[src/core/stp_pkg.sv]
// Constants, types and register map of the shared timer prescaler
package stp_pkg;

   // ==========================================================
   // Register map
   localparam logic [7:0]  STP_OFS_GEN_CTRL = 8'h00;
   localparam logic [7:0]  STP_OFS_CLK_SEL  = 8'h04;
   localparam logic [7:0]  STP_OFS_STATUS   = 8'h08;

   // general_timer_control fields
   localparam int          STP_GC_HOLD_BIT  = 7;
   localparam int          STP_GC_CAP_BIT   = 6;
   localparam int          STP_GC_RST_BIT   = 0;
   localparam logic [7:0]  STP_GC_RESET     = 8'h00;

   // Clock select fields, one 3-bit field per timer
   localparam int          STP_CS_W         = 3;
   localparam int          STP_CS0_LSB      = 0;
   localparam int          STP_CS1_LSB      = 8;
   localparam logic [2:0]  STP_CS_RESET     = 3'h0;

   // Status fields
   localparam int          STP_ST_PRESC_LSB = 0;
   localparam int          STP_ST_RST_BIT   = 16;

   // ==========================================================
   // Clock source codes
   localparam logic [2:0]  STP_CS_STOP      = 3'h0;
   localparam logic [2:0]  STP_CS_DIV1      = 3'h1;
   localparam logic [2:0]  STP_CS_DIV8      = 3'h2;
   localparam logic [2:0]  STP_CS_DIV64     = 3'h3;
   localparam logic [2:0]  STP_CS_DIV256    = 3'h4;
   localparam logic [2:0]  STP_CS_DIV1024   = 3'h5;
   localparam logic [2:0]  STP_CS_EXT_FALL  = 3'h6;
   localparam logic [2:0]  STP_CS_EXT_RISE  = 3'h7;

   // ==========================================================
   // Prescaler
   localparam int          STP_PRESC_W      = 10;
   localparam logic [9:0]  STP_PRESC_RESET  = 10'h000;
   localparam logic [9:0]  STP_PRESC_ONE    = 10'h001;
   localparam logic [9:0]  STP_TAP8_MASK    = 10'h007;
   localparam logic [9:0]  STP_TAP64_MASK   = 10'h03f;
   localparam logic [9:0]  STP_TAP256_MASK  = 10'h0ff;
   localparam logic [9:0]  STP_TAP1024_MASK = 10'h3ff;
   localparam int          STP_NTIMERS      = 2;

   // ==========================================================
   // Types
   typedef enum logic [0:0] {
      STP_PH_IDLE   = 1'b0,
      STP_PH_ACCESS = 1'b1
   } stp_apb_ph_e;

   typedef struct packed {
      logic rise;
      logic fall;
   } stp_edge_s;

endpackage

[src/core/stp_top.sv]
// Shared prescaler, clock select and capture routing for two timers
//
// Behaviour
// select one ticks the timer every cycle
// taps divide system clock by 8,64,256,1024
// one free-running prescaler feeds both timers
// first tap tick within 1 to N+1 cycles
// count pin sampled through synchroniser flops
// tick on rising (7) or falling (6) edge
// pin edge updates counter 2.5-3.5 cycles later; code takes 2 to 3 cycles
// change external selection only while pin stable
// external clock below half system clock
// external ticks bypass the prescaler divider
// hold mode keeps prescaler reset, timers halted
// clearing hold mode clears reset, timers start
// reset request resets prescaler, self clears
// choice bit routes second capture pin
// select zero stops the timer
// ticks are one-cycle count enables
//
// The implementer's own choices: the register addresses and register access over APB.
module stp_top
   import stp_pkg::*;
(
   input  wire logic                   pclk,               // System clock
   input  wire logic                   presetn,            // Async reset, active low
   input  wire logic                   psel,               // APB select
   input  wire logic                   penable,            // APB enable
   input  wire logic                   pwrite,             // APB direction
   input  wire logic [7:0]             paddr,              // APB byte address
   input  wire logic [31:0]            pwdata,             // APB write data
   output logic      [31:0]            prdata,             // APB read data
   output logic                        pready,             // APB ready
   output logic                        pslverr,            // APB error
   input  wire logic [STP_NTIMERS-1:0] external_count_pin, // Count pins, one per timer
   input  wire logic                   capture_pin_first,  // First capture pin
   input  wire logic                   capture_pin_second, // Second capture pin
   output logic      [STP_NTIMERS-1:0] timer_tick,         // Count enables, one cycle
   output logic                        timers_halted,      // Prescaler reset held
   output logic                        capture_to_second   // Routed capture for timer 1
);

   // ==========================================================
   // State
   typedef struct packed {
      stp_apb_ph_e      ph;
      logic [31:0]      rdata;
      logic             err;
      logic             timer_sync_hold;
      logic             capture_input_choice;
      logic             prescaler_reset_request;
      logic [2:0]       cs0;
      logic [2:0]       cs1;
      logic [9:0]       presc;
      logic [1:0]       cap_meta;
      logic [1:0]       cap_sync;
      logic             cap_out;
   } stp_state_s;

   stp_state_s  s_q;
   stp_state_s  s_d;
   stp_edge_s   ext_edge [STP_NTIMERS];
   logic [2:0]  cs_sel   [STP_NTIMERS];
   logic        setup;
   logic        wr_done;
   logic        wr_gc;
   logic        wr_cs;
   logic        mapped;

   assign cs_sel[0] = s_q.cs0;
   assign cs_sel[1] = s_q.cs1;

   // ==========================================================
   // APB decode
   assign setup   = psel & ~penable;
   assign wr_done = psel & penable & pready & pwrite;
   assign wr_gc   = wr_done & (paddr == STP_OFS_GEN_CTRL);
   assign wr_cs   = wr_done & (paddr == STP_OFS_CLK_SEL);
   assign mapped  = (paddr == STP_OFS_GEN_CTRL) | (paddr == STP_OFS_CLK_SEL) |
                    (paddr == STP_OFS_STATUS);

   // ==========================================================
   // Next state
   always_comb begin
      s_d = s_q;

      // Answer is prepared in setup so read data comes from a flop
      case (s_q.ph)
         STP_PH_IDLE: begin
            if (setup) begin
               s_d.ph    = STP_PH_ACCESS;
               s_d.err   = ~mapped;
               s_d.rdata = '0;
               if (!pwrite) begin
                  case (paddr)
                     STP_OFS_GEN_CTRL: begin
                        s_d.rdata[STP_GC_HOLD_BIT] = s_q.timer_sync_hold;
                        s_d.rdata[STP_GC_CAP_BIT]  = s_q.capture_input_choice;
                        s_d.rdata[STP_GC_RST_BIT]  = s_q.prescaler_reset_request;
                     end
                     STP_OFS_CLK_SEL: begin
                        s_d.rdata[STP_CS0_LSB +: STP_CS_W] = s_q.cs0;
                        s_d.rdata[STP_CS1_LSB +: STP_CS_W] = s_q.cs1;
                     end
                     STP_OFS_STATUS: begin
                        s_d.rdata[STP_ST_PRESC_LSB +: STP_PRESC_W] = s_q.presc;
                        s_d.rdata[STP_ST_RST_BIT] = s_q.prescaler_reset_request;
                     end
                     default: begin
                        s_d.rdata = '0;
                     end
                  endcase
               end
            end
         end
         STP_PH_ACCESS: begin
            s_d.ph  = STP_PH_IDLE;
            s_d.err = 1'b0;
         end
         default: begin
            s_d.ph = STP_PH_IDLE;
         end
      endcase

      // Hardware clears the request unless hold mode keeps it
      if (!s_q.timer_sync_hold) begin
         s_d.prescaler_reset_request = 1'b0;
      end
      // A software write wins over the hardware clear
      if (wr_gc) begin
         s_d.timer_sync_hold         = pwdata[STP_GC_HOLD_BIT];
         s_d.capture_input_choice    = pwdata[STP_GC_CAP_BIT];
         s_d.prescaler_reset_request = pwdata[STP_GC_RST_BIT];
      end
      if (wr_cs) begin
         s_d.cs0 = pwdata[STP_CS0_LSB +: STP_CS_W];
         s_d.cs1 = pwdata[STP_CS1_LSB +: STP_CS_W];
      end

      // Free-running, cleared only by the reset request
      if (s_q.prescaler_reset_request) begin
         s_d.presc = STP_PRESC_RESET;
      end else begin
         s_d.presc = s_q.presc + STP_PRESC_ONE;
      end

      // Capture pins synchronised, then routed
      s_d.cap_meta = {capture_pin_second, capture_pin_first};
      s_d.cap_sync = s_q.cap_meta;
      s_d.cap_out  = s_q.capture_input_choice ? s_q.cap_sync[1] : s_q.cap_sync[0];
   end

   always_ff @(posedge pclk or negedge presetn) begin
      if (!presetn) begin
         s_q                         <= '0;
         s_q.ph                      <= STP_PH_IDLE;
         s_q.timer_sync_hold         <= STP_GC_RESET[STP_GC_HOLD_BIT];
         s_q.capture_input_choice    <= STP_GC_RESET[STP_GC_CAP_BIT];
         s_q.prescaler_reset_request <= STP_GC_RESET[STP_GC_RST_BIT];
         s_q.cs0                     <= STP_CS_RESET;
         s_q.cs1                     <= STP_CS_RESET;
         s_q.presc                   <= STP_PRESC_RESET;
      end else begin
         s_q <= s_d;
      end
   end

   // ==========================================================
   // Per-timer clock select
   // A tap fires when the low prescaler bits are all ones, so two
   // timers on the same tap tick together and a reset moves both.
   generate
      for (genvar t = 0; t < STP_NTIMERS; t++) begin : g_sel
         logic tick;

         stp_ext_sync u_sync (
            .pclk    (pclk),
            .presetn (presetn),
            .pin     (external_count_pin[t]),
            .edge_o  (ext_edge[t]),
            .level_o ()
         );

         always_comb begin
            case (cs_sel[t])
               STP_CS_STOP:     tick = 1'b0;
               STP_CS_DIV1:     tick = 1'b1;
               STP_CS_DIV8:     tick = &(s_q.presc | ~STP_TAP8_MASK);
               STP_CS_DIV64:    tick = &(s_q.presc | ~STP_TAP64_MASK);
               STP_CS_DIV256:   tick = &(s_q.presc | ~STP_TAP256_MASK);
               STP_CS_DIV1024:  tick = &(s_q.presc | ~STP_TAP1024_MASK);
               STP_CS_EXT_FALL: tick = ext_edge[t].fall;
               STP_CS_EXT_RISE: tick = ext_edge[t].rise;
               default:         tick = 1'b0;
            endcase
         end

         // Held reset halts every source, not only the taps
         assign timer_tick[t] = tick & ~s_q.prescaler_reset_request;
      end
   endgenerate

   // ==========================================================
   // Outputs
   assign prdata            = s_q.rdata;
   assign pready            = (s_q.ph == STP_PH_ACCESS);
   assign pslverr           = s_q.err & pready;
   assign timers_halted     = s_q.prescaler_reset_request;
   assign capture_to_second = s_q.cap_out;

   // ==========================================================
   // Checks
   a_div1_every: assert property (@(posedge pclk) disable iff (!presetn)
      (s_q.cs0 == STP_CS_DIV1 && !s_q.prescaler_reset_request) |-> timer_tick[0])
      else $error("select one did not tick every cycle");

   a_tap8_phase: assert property (@(posedge pclk) disable iff (!presetn)
      (s_q.cs1 == STP_CS_DIV8 && !s_q.prescaler_reset_request) |->
      (timer_tick[1] == (s_q.presc[2:0] == 3'h7)))
      else $error("divide by eight tap at wrong phase");

   a_presc_free: assert property (@(posedge pclk) disable iff (!presetn)
      !s_q.prescaler_reset_request |=> s_q.presc == $past(s_q.presc) + STP_PRESC_ONE)
      else $error("prescaler did not advance");

   a_first_tick: assert property (@(posedge pclk) disable iff (!presetn)
      ($changed(s_q.cs0) && s_q.cs0 == STP_CS_DIV8) |->
      ##[0:8] (timer_tick[0] || s_q.prescaler_reset_request))
      else $error("first divide by eight tick too late");

   a_ext_rise: assert property (@(posedge pclk) disable iff (!presetn)
      (s_q.cs0 == STP_CS_EXT_RISE && !s_q.prescaler_reset_request) |->
      (timer_tick[0] == ext_edge[0].rise))
      else $error("rising edge tick mismatch");

   a_hold_keeps: assert property (@(posedge pclk) disable iff (!presetn)
      (s_q.timer_sync_hold && s_q.prescaler_reset_request && !wr_gc) |=>
      (s_q.prescaler_reset_request && timer_tick == '0 && s_q.presc == STP_PRESC_RESET))
      else $error("hold mode lost the prescaler reset");

   a_rst_clears: assert property (@(posedge pclk) disable iff (!presetn)
      (!s_q.timer_sync_hold && s_q.prescaler_reset_request && !wr_gc) |=>
      !s_q.prescaler_reset_request)
      else $error("reset request not cleared by hardware");

   a_rst_effect: assert property (@(posedge pclk) disable iff (!presetn)
      (wr_gc && pwdata[STP_GC_RST_BIT]) |=> s_q.prescaler_reset_request ##1
      (s_q.presc == STP_PRESC_RESET))
      else $error("reset request did not clear prescaler");

   a_cap_route: assert property (@(posedge pclk) disable iff (!presetn)
      $stable(s_q.capture_input_choice) |=> capture_to_second ==
      ($past(s_q.capture_input_choice) ? $past(s_q.cap_sync[1]) : $past(s_q.cap_sync[0])))
      else $error("capture routing wrong");

   a_stop_quiet: assert property (@(posedge pclk) disable iff (!presetn)
      (s_q.cs1 == STP_CS_STOP) |-> !timer_tick[1])
      else $error("stopped timer ticked");

   a_div1_second: assert property (@(posedge pclk) disable iff (!presetn)
      (s_q.cs1 == STP_CS_DIV1 && !s_q.prescaler_reset_request) |-> timer_tick[1])
      else $error("select one on timer one did not tick");

   a_tap64_phase: assert property (@(posedge pclk) disable iff (!presetn)
      (s_q.cs0 == STP_CS_DIV64 && !s_q.prescaler_reset_request) |->
      (timer_tick[0] == (s_q.presc[5:0] == 6'h3f)))
      else $error("divide by sixty-four tap at wrong phase");

   a_tap256_phase: assert property (@(posedge pclk) disable iff (!presetn)
      (s_q.cs0 == STP_CS_DIV256 && !s_q.prescaler_reset_request) |->
      (timer_tick[0] == (s_q.presc[7:0] == 8'hff)))
      else $error("divide by two hundred fifty-six tap at wrong phase");

   a_tap1024_phase: assert property (@(posedge pclk) disable iff (!presetn)
      (s_q.cs1 == STP_CS_DIV1024 && !s_q.prescaler_reset_request) |->
      (timer_tick[1] == (s_q.presc == 10'h3ff)))
      else $error("divide by one thousand twenty-four tap at wrong phase");

   a_same_tap: assert property (@(posedge pclk) disable iff (!presetn)
      (s_q.cs0 == s_q.cs1 && s_q.cs0 != STP_CS_EXT_FALL && s_q.cs0 != STP_CS_EXT_RISE) |->
      (timer_tick[0] == timer_tick[1]))
      else $error("timers on one tap ticked apart");

   a_ext_fall: assert property (@(posedge pclk) disable iff (!presetn)
      (s_q.cs1 == STP_CS_EXT_FALL && !s_q.prescaler_reset_request) |->
      (timer_tick[1] == ext_edge[1].fall))
      else $error("falling edge tick mismatch");

   a_ext_direct: assert property (@(posedge pclk) disable iff (!presetn)
      (s_q.cs0 == STP_CS_EXT_RISE && timer_tick[0]) |->
      ($past(external_count_pin[0], 2) && !$past(external_count_pin[0], 3)))
      else $error("external tick not traced to a pin edge");

   a_halt_gates: assert property (@(posedge pclk) disable iff (!presetn)
      timers_halted |-> (timer_tick == '0))
      else $error("tick while timers halted");

   a_release_runs: assert property (@(posedge pclk) disable iff (!presetn)
      (wr_gc && !pwdata[STP_GC_HOLD_BIT] && !pwdata[STP_GC_RST_BIT]) |=>
      (!timers_halted && !s_q.timer_sync_hold))
      else $error("release from hold left the timers halted");

   a_tick_single: assert property (@(posedge pclk) disable iff (!presetn)
      (timer_tick[0] && s_q.cs0 >= STP_CS_DIV8 && s_q.cs0 <= STP_CS_DIV1024) |=>
      (!timer_tick[0] || $changed(s_q.cs0)))
      else $error("tap tick wider than one cycle");

   a_stop_first: assert property (@(posedge pclk) disable iff (!presetn)
      (s_q.cs0 == STP_CS_STOP) |-> !timer_tick[0])
      else $error("stopped timer zero ticked");

endmodule

[src/core/stp_ext_sync.sv]
// Count pin synchroniser and edge detector for one timer
module stp_ext_sync
   import stp_pkg::*;
(
   input  wire logic      pclk,      // System clock
   input  wire logic      presetn,   // Async reset, active low
   input  wire logic      pin,       // Raw external count pin
   output stp_edge_s      edge_o,    // Edge strobes, one cycle
   output logic           level_o    // Synchronised pin level
);

   // ==========================================================
   // State
   typedef struct packed {
      logic meta;
      logic sync;
      logic prev;
   } stp_sync_s;

   stp_sync_s s_q;
   stp_sync_s s_d;

   // Two flops before any logic; the latch half-cycle is absorbed here
   always_comb begin
      s_d      = s_q;
      s_d.meta = pin;
      s_d.sync = s_q.meta;
      s_d.prev = s_q.sync;
   end

   always_ff @(posedge pclk or negedge presetn) begin
      if (!presetn) begin
         s_q <= '0;
      end else begin
         s_q <= s_d;
      end
   end

   // ==========================================================
   // Edge detection on registered samples only
   assign edge_o.rise = s_q.sync & ~s_q.prev;
   assign edge_o.fall = ~s_q.sync & s_q.prev;
   assign level_o     = s_q.sync;

   a_edge_delay: assert property (@(posedge pclk) disable iff (!presetn)
      edge_o.rise |-> $past(pin, 2) && !$past(pin, 3))
      else $error("rise strobe not two samples after pin edge");

endmodule

[config.mk]
export PLATFORM = sky130hd
export DESIGN_NAME = stp_top
export DESIGN_NICKNAME = d
export VERILOG_FILES = /design/src/core/stp_pkg.sv /design/src/core/stp_top.sv /design/src/core/stp_ext_sync.sv
export SDC_FILE = /design/constraint.sdc
export NUM_CORES = 1
export LEC_CHECK = 0
export CORE_MARGIN = 5
export CORE_UTILIZATION = 40
export CTS_CLUSTER_DIAMETER = 150
export CTS_CLUSTER_SIZE = 40
export DETAILED_ROUTE_END_ITERATION = 8
export DONT_BUFFER_PORTS = 1
export MAX_ROUTING_LAYER = met4
export RECOVER_POWER = 50
export SYNTH_ARGS = -nofsm -noshare
export SYNTH_HDL_FRONTEND = slang
export SYNTH_SLANG_ARGS = --single-unit
[constraint.sdc]
create_clock -name pclk -period 2.1 [get_ports pclk]
set_input_delay 0.105 -clock pclk [delete_from_list [all_inputs] [get_ports pclk]]
set_output_delay 0.105 -clock pclk [all_outputs]
set_load 0.02 [all_outputs]
==> results of run 1 <==
[metrics by stage]
| stage | area, um2 | setup WS [ps] | instances | setup TNS [ps] | hold WS [ps] |
|---|---|---|---|---|---|
| finish | 2460 | 107 | 287 | 0 | 21.4 |
| global route | 2460 | -42.0 | 287 | -54.3 | 22.6 |
| CTS | 2460 | 29.2 | 286 | 0 | 5.28 |
| detailed placement | 2150 | 248 | 262 | 0 | -189 |
| global placement | 2150 | 267 | 262 | 0 | -188 |
| floorplan | 2280 | 117 | 221 | 0 | -191 |
[path summary, 6_finish.rpt]
path	from	endpoint	slack (ps)	depth (start not counted)
max	s_q[5]	timer_tick[1]	110	6
min	paddr[2]	prdata[6]	20	3
max reg2reg	pready	prdata[3]	410	4
min reg2reg	g_sel[0].u_sync.s_d[1]	g_sel[0].u_sync.level_o	350	0
max in group asynchronous	presetn	s_q[9]	920	2
min in group asynchronous	presetn	cs_sel[4]	530	2
[final cells by class]
class | count | area (um2) | area share, %
Clock buffer | 6 | 82.6 | 3.36
Multi-Input combinational cell | 131 | 900 | 36.6
Tap cell | 72 | 90.1 | 3.67
Clock inverter | 2 | 38.8 | 1.58
Timing Repair Buffer | 23 | 210 | 8.56
Inverter | 9 | 33.8 | 1.38
Sequential cell | 44 | 1100 | 44.8
[report_power, final]
| group | switching, mW | total (mW) | internal (mW) |
|---|---|---|---|
| logic | 0.0996 | 0.165 | 0.0649 |
| registers | 0.0832 | 0.991 | 0.908 |
| clock network | 0.283 | 0.672 | 0.389 |
[worst max-delay path, delay by kind of cell, from the launching register on]
kind | cells | cell delay (ps)
AND/OR/NAND/NOR | 2 | 260
AO/OA/AOI/OAI | 2 | 470
adder cells (fa/ha/maj) | 1 | 260
buffers and inverters | 1 | 190
flip-flops | 1 | 430
[registers in the layout, indices dropped and copies added, names as in the netlist]
signal,flops
cs_sel,6
g_sel.u_sync.s_q,2
s_d,2
timers_halted,1
g_sel.u_sync.s_d,2
capture_to_second,1
g_sel.u_sync.level_o,2
prdata,12
pready,1
s_q,15
[cells by family after synthesis]
kind of cell | count (synthesis) | synth area share (%)
DFF | 44 | 49.8
AOI/OAI and AO/OA | 25 | 7.81
other | 1 | 0.170
xor gates and xnor gates | 6 | 2.38
buffers and inverters | 46 | 13.5
and+or+nand+nor | 67 | 19.4
muxes | 11 | 5.83
adders and majority gates | 2 | 1.13
[routing by layer]
| metal | up-vias | track usage [%] |
|---|---|---|
| met3 | 4 | 4.71 |
| met2 | 44 | 19.4 |
| li1 | 687 | - |
| met1 | 702 | 16.4 |
| met4 | 0 | 4.39 |
| met5 | - | - |
[layout by cell type (no fill, tap or decap), types with 5 or more instances in the layout]
cell type      count
inv_1              8
buf_4              6
clkbuf_8           6
dlygate4sd3_1     16
mux2_2             7
dfrtp_1           44
nor2_1            15
nand3_1            5
and3_1             5
nand2_1            9
o21ai_0            8
nand4_1            6
conb_1            20
[timing repair]
item                       in CTS  in global routing
hold buffers                   16                  1
hold endpoints to repair       58                  1
gates resized for setup         2                  5
buffers inserted                0                  0
setup endpoints to repair       2                  2
==> results.toml, run 1 <==
[run_status]
status = "complete, no violations"

[logic_synthesis]
synth-edff-count = 0
yosysTopAreaCellShare_pct = 49.8
ys_seq_area_share_pct = 49.8
yosysMostFrequentCell = "dfrtp_1"
yosysWarningCount = 0
async_reset_ff_share_pct = 100
synth_area_leaders = "dfrtp_1 50%, buf_4 11%, mux2_2 3.6%, nor2_1 2.5%, o21ai_0 1.8%"
synth_common_cells = "44 x dfrtp_1, 33 x buf_4, 15 x nor2_1, 9 x nand2_1"
synth.distinct_cells = 41
syn_inst = 202
ys_ff_latch = 44
syn_area_per_cell_um2 = 10.9
yosysTopAreaCell = "dfrtp_1"
netlist_area_um2 = 2210
yosys_most_used_dff = "dfrtp_1"

[worst_hold_path]
min_path_type = "in2reg"

[detailed_routing]
via_count = 1437
wl_met3_um = 342
drt_iter0_drc = 74
route.detailed.drc = 0
drtAntennaViolNets = 0
wl_mm = 4.34
dr_wl_met2_mm = 2.04
wl_met1_mm = 1.93
dr.pass1.iters = 4
wl_per_cell_um = 15.1
highest_layer = "met4"
vias_per_cell = 5.01

[critical_path]
crit_fanout = 8
critical-path-max-stage-delay_ps = 430
cp.arrival_ps = 1890
critPathRequiredTime_ps = 2000
crit_path_end_kind = "output port"
crit_chain = "ha_1, nand3_2, nor3_1, o311ai_1, o311ai_1, buf_4"
slowest_stage = "dfrtp_1"
crit_path_frequent_cell = "o311ai_1"
startpoint_type = "register"
worstSetupPathType = "reg2out"

[timing]
rsz0062_at_grt = "true"
relSlewSlack_pct = 29.2
period_share_pct = 94.9
finalSetupViolations = 0
slew_violations = 0
hold_violations = 0
fmax_mhz = 502
worstMarginPinSlew_ps = 1060
clock_skew_ps = 10.5
min_period_ps = 1990

[job]
cap_viol_max_count = 0

[floorplanning]
die_area_um2 = 7110
fp-row-count = 27
core_area_um2 = 5440
start_util_pct = 40.6
num_io_pins = 87
die_height_um = 84.3
die_x_um = 84.3

[global_routing]
grt_pass1_vias = 1422
grt_pass1_wl_mm = 7.18
grt_usage_pct = 13.0
gr-total-overflow = 0
grt_max_degree = 45
antenna_found_initial = 0

[clock_tree]
cts_buffers = 5
cts_tree = "built"
cts_buffer_depth = 2
htreeDepth = 2
insertion_delay_ps = 300
clkTransAtPathRegs_ps = 80
clock_sinks = 44
ctsRootBufferMaster = "clkbuf_8"

[pwr]
power_density_nw_per_um2 = 744
p_leak_nw = 1.10
total_power_mw = 1.83
peakVddDrop_mv = 0.433

[finish]
final_nets = 265
fin_util_pct = 45.2
antenna_cells = 0
area_delta_synth_final_pct = 11.2
n_fill_cell = 529
drive_above_1_share_pct = 16.3

[placed_design]
io_buffers = 0
place_hpwl_mm = 3.21
place_congestion = 0.858
No activity file was read; power rests on OpenSTA's default activity.
==> run 2: changes to the inputs <==
CELL_PAD_IN_SITES_DETAIL_PLACEMENT = 0   (was default)
CELL_PAD_IN_SITES_GLOBAL_PLACEMENT = 1   (was default)
PLACE_DENSITY_LB_ADDON = 0.1   (was default)
==> run 2 against run 1 <==
  * Clock power increased by 2%
  * Critical endpoint is now timer_tick[0]
  * Clock skew decreased by 1.4 ps
  * First-iteration DRC count decreased by 14%
==> results.toml, run 2 (synthesis gave the netlist of run 1 again) <==
[detailed_routing]
wl_mm = 4.71
dr.pass1.iters = 4
drtAntennaViolNets = 0
wl_met1_mm = 2.05
drt_iter0_drc = 64
vias_per_cell = 5.19
via_count = 1479
highest_layer = "met4"
wl_per_cell_um = 16.5
wl_met3_um = 385
dr_wl_met2_mm = 2.22
route.detailed.drc = 0

[timing]
relSlewSlack_pct = 27.3
hold_violations = 0
hold_ws_ps = 13.3
fin_ws_ps = 121
clock_skew_ps = 9.10
min_period_ps = 1980
fmax_mhz = 505
period_share_pct = 94.2
rsz0062_at_grt = "false"
finalSetupViolations = 0
worstMarginPinSlew_ps = 1090
slew_violations = 0
setup-tns-final_ps = 0

[critical_path]
crit_fanout = 2
critical-path-max-stage-delay_ps = 460
timing.rr.end = "prdata[3]"
crit_chain = "or3b_2, a21oi_1, a21oi_1, o311ai_2, buf_4"
startpoint_type = "register"
worstSetupPathType = "reg2out"
worstRegToRegCells = 4
critPathRequiredTime_ps = 2000
r2r_slack_ps = 310
r2r-start = "pready"
crit_path_end_kind = "output port"
slowest_stage = "or3b_2"
crit_path_frequent_cell = "a21oi_1"
cp.arrival_ps = 1870
worstSetupStartpoint = "cs_sel[3]"

[finish]
seq_area_um2 = 1100
largest-register = "s_q"
n_fill_cell = 529
stdcell_count = 285
area_delta_synth_final_pct = 11.2
multi_input_comb_area_um2 = 917
antenna_cells = 0
drive_above_1_share_pct = 16.9
fin_area_um2 = 2460
final_common_cell = "dfrtp_1"
fin_util_pct = 45.2
final_nets = 263
final_cell_mix = "44 x dfrtp_1, 20 x conb_1, 15 x nor2_1, 15 x dlygate4sd3_1, 9 x nand2_1"
largest_reg_flops = 15

[floorplanning]
start_util_pct = 40.6
die_height_um = 84.3
die_x_um = 84.3
fp-row-count = 27
core_area_um2 = 5440
num_io_pins = 87
die_area_um2 = 7110

[worst_hold_path]
min_path_type = "in2reg"
hold_depth = 2
hold-path-endpoint = "prdata[9]"
min_from = "paddr[2]"

[placed_design]
io_buffers = 0
place_congestion = 0.803
place_hpwl_mm = 3.35
dp_cells = 261
dp_slack_ps = 281
placed_cell_area_um2 = 2140

[pwr]
power_frac_clock_pct = 36.9
total_power_mw = 1.85
p_sw_mw = 0.493
swShare_pct = 26.6
power_density_nw_per_um2 = 755
peakVddDrop_mv = 0.445
seq_power_share_pct = 54.1
p_leak_nw = 1.09
comb_power_share_pct = 9.0
power.internal_mw = 1.36

[global_routing]
gr-total-overflow = 0
grt_max_degree = 45
grt_pass1_wl_mm = 7.62
antenna_found_initial = 0
grt_usage_pct = 14.0
grt_pass1_vias = 1473

[clock_tree]
insertion_delay_ps = 300
cts_buffers = 5
post_cts.repair.setup_buffers = 0
cts_tree = "built"
clkTransAtPathRegs_ps = 90
cts_buffer_depth = 2
ctsRootBufferMaster = "clkbuf_8"
clock_sinks = 44
htreeDepth = 2

[job]
cap_viol_max_count = 0

[run_status]
status = "complete, no violations"
run 2: worst max-delay path by stage:
stage / slack, ps / end / depth (start not counted)
final: 120 / timer_tick[0] / 5
after global routing: 40 / timer_tick[0] / 6
after CTS: 40 / timer_tick[1] / 5
after detailed placement: 280 / timer_tick[0] / 6
after global placement: 300 / timer_tick[0] / 6
after floorplan: 120 / timer_tick[0] / 4
run 2: repair_timing:
item | CTS | global route
hold buffers | 16 | 0
pin swaps | 0 | 2
gates resized for setup | 2 | 7
hold endpoints to repair | 58 | 0
setup endpoints to repair | 2 | 2
run 2: cell type report:
class,count,share of cell area [%]
clock buffers,6,3.36
clock inverters,2,1.58
inverters,9,1.38
multi-input cells,131,37.3
flip-flops and latches,44,44.8
well taps,72,3.67
repair buffers,21,7.85
run 2: worst max-delay path, delay by kind of cell, from the launching register on:
family          cells  cell delay [ps]
compound gates      3              510
flops               1              390
buf+inv             1              200
simple gates        1              460
run 2: per-layer routing:
layer  vias up  GRT usage [%]
li1        681              -
met1       734           17.1
met5         -              -
met3         5           5.40
met2        59           21.7
met4         0           3.95
run 2: power by group through the flow:
stage | Combinational, mW | Sequential [mW] | Clock (mW)
3_3_place_gp | 0.122 | 1.00 | 0
5_1_grt | 0.183 | 1.01 | 0.740
6_report | 0.167 | 1.00 | 0.685
2_1_floorplan | 0.141 | 0.980 | 0
3_5_place_dp | 0.124 | 1.01 | 0
4_1_cts | 0.172 | 0.993 | 0.708
==> run 3: changes to the inputs <==
CORE_UTILIZATION = 35   (was 40)
==> run 3 against run 2 <==
  * Critical path depth grew 1
  * Global-route usage shrank 1.5 points
  * Largest cell class unchanged
  * Total power shrank 9.1%
  * Combinational power is essentially flat
  * Sequential power is essentially flat
  * Highest routed layer unchanged
  * Critical endpoint is now timer_tick[1]
  * Register-to-register slack is essentially flat
  * Clock skew shrank 1.8 ps
  * Core utilization shrank 6.4 points
  * Die area grew 13%
==> results.toml, run 3 (synthesis gave the netlist of run 1 again) <==
[run_status]
status = "complete, no violations"

[floorplanning]
start_util_pct = 35.4
die_x_um = 89.5
fp-row-count = 29
die_area_um2 = 8000
core_area_um2 = 6240
die_height_um = 89.5
num_io_pins = 87

[timing]
setup-tns-final_ps = 0
rsz0062_at_grt = "false"
relSlewSlack_pct = 28.1
period_share_pct = 94.6
hold_violations = 0
clock_skew_ps = 7.27
fmax_mhz = 503
worstMarginPinSlew_ps = 1080
finalSetupViolations = 0
fin_ws_ps = 112
min_period_ps = 1990
slew_violations = 0

[global_routing]
gr-total-overflow = 0
grt_max_degree = 45
grt_pass1_wl_mm = 7.33
grt_usage_pct = 12.6
antenna_found_initial = 0
grt_pass1_vias = 1424

[finish]
stdcell_count = 291
area_delta_synth_final_pct = 9.51
final_cell_mix = "44 x dfrtp_1, 20 x conb_1, 15 x nor2_1, 15 x dlygate4sd3_1, 9 x nand2_1"
final_common_cell = "dfrtp_1"
largest_reg_flops = 15
antenna_cells = 0
final_nets = 264
largest-register = "s_q"
drive_above_1_share_pct = 15.9

[critical_path]
crit_chain = "ha_1, nand3_4, nor3_1, o311ai_0, o311ai_1, buf_4"
slowest_stage = "dfrtp_1"
crit_fanout = 8
crit_path_end_kind = "output port"
worstSetupPathType = "reg2out"
critPathRequiredTime_ps = 2000
cp.arrival_ps = 1880
critical-path-max-stage-delay_ps = 430
startpoint_type = "register"

[detailed_routing]
drt_iter0_drc = 47
vias_per_cell = 4.97
via_count = 1446
drtAntennaViolNets = 0
wl_mm = 4.69
wl_per_cell_um = 16.1
dr.pass1.iters = 4
route.detailed.drc = 0

[clock_tree]
htreeDepth = 2
clock_sinks = 44
cts_buffers = 5
post_cts.repair.setup_buffers = 0
ctsRootBufferMaster = "clkbuf_8"
clkTransAtPathRegs_ps = 90
insertion_delay_ps = 290
cts_buffer_depth = 2
cts_tree = "built"

[placed_design]
dp_slack_ps = 290
dp_cells = 267
place_congestion = 0.815
place_hpwl_mm = 3.51
io_buffers = 0

[worst_hold_path]
min_path_type = "in2reg"

[job]
cap_viol_max_count = 0

[pwr]
power_density_nw_per_um2 = 697
peakVddDrop_mv = 0.275
total_power_mw = 1.69
p_leak_nw = 1.08
-- run 3: worst paths after layout --
path / depth (start not counted) / endpoint / slack (ps) / from
setup / recovery: 6 / timer_tick[1] / 110 / s_q[5]
max in group asynchronous: 2 / s_q[8] / 890 / presetn
hold / removal: 2 / prdata[1] / 40 / paddr[2]
hold reg to reg: 0 / g_sel[1].u_sync.level_o / 360 / g_sel[1].u_sync.s_d[1]
setup reg to reg: 4 / prdata[8] / 300 / pready
min in group asynchronous: 2 / s_q[24] / 550 / presetn
-- run 3: final cells by class --
type / instances / area (um2)
Clock buffer: 5 / 68.8
Clock inverter: 3 / 18.8
Fill cell: 643 / 3820
Inverter: 9 / 33.8
Multi-Input combinational cell: 131 / 901
Sequential cell: 44 / 1100
Tap cell: 77 / 96.3
Timing Repair Buffer: 22 / 200
-- run 3: worst max-delay path: cells and delay by family (launching register included) --
kind	cells	cell delay (ps)
AOI/OAI and AO/OA	2	500
adders and majority gates	1	260
buffers and inverters	1	190
DFF	1	430
and+or+nand+nor	2	200
-- run 3: timing repair --
item	4_1_cts	5_1_grt
endpoints found under the hold margin	58	0
setup endpoints to repair	2	2
hold buffers	16	0
gates cloned	0	0
pin swaps	0	1
resized for setup	1	5
-- run 3: routing by layer --
metal / global-route usage [%] / part of all wire [%] / vias up
li1: - / - / 681
met1: 15.8 / 42 / 710
met2: 18.8 / 46 / 47
met3: 4.15 / 9.0 / 8
met4: 4.87 / 2.1 / 0
met5: - / 0 / -
-- run 3: through the flow --
step / hold WS, ps / utilization, % / instance area (um2)
global placement: -189 / 34.6 / 2160
finish: 37.1 / 38.8 / 2420
floorplan: -191 / - / 2280
global route: 36.5 / 38.8 / 2420
CTS: 18.2 / 38.9 / 2430
detailed placement: -190 / 34.6 / 2160
-- run 3: power breakdown --
| group | total (mW) | internal (mW) | switching [mW] | leakage, nW |
|---|---|---|---|---|
| combinational | 0.168 | 0.0642 | 0.104 | 0.456 |
| clock | 0.523 | 0.232 | 0.291 | 0.0479 |
| sequential | 0.994 | 0.908 | 0.0861 | 0.578 |
| total | 1.69 | 1.20 | 0.481 | 1.08 |
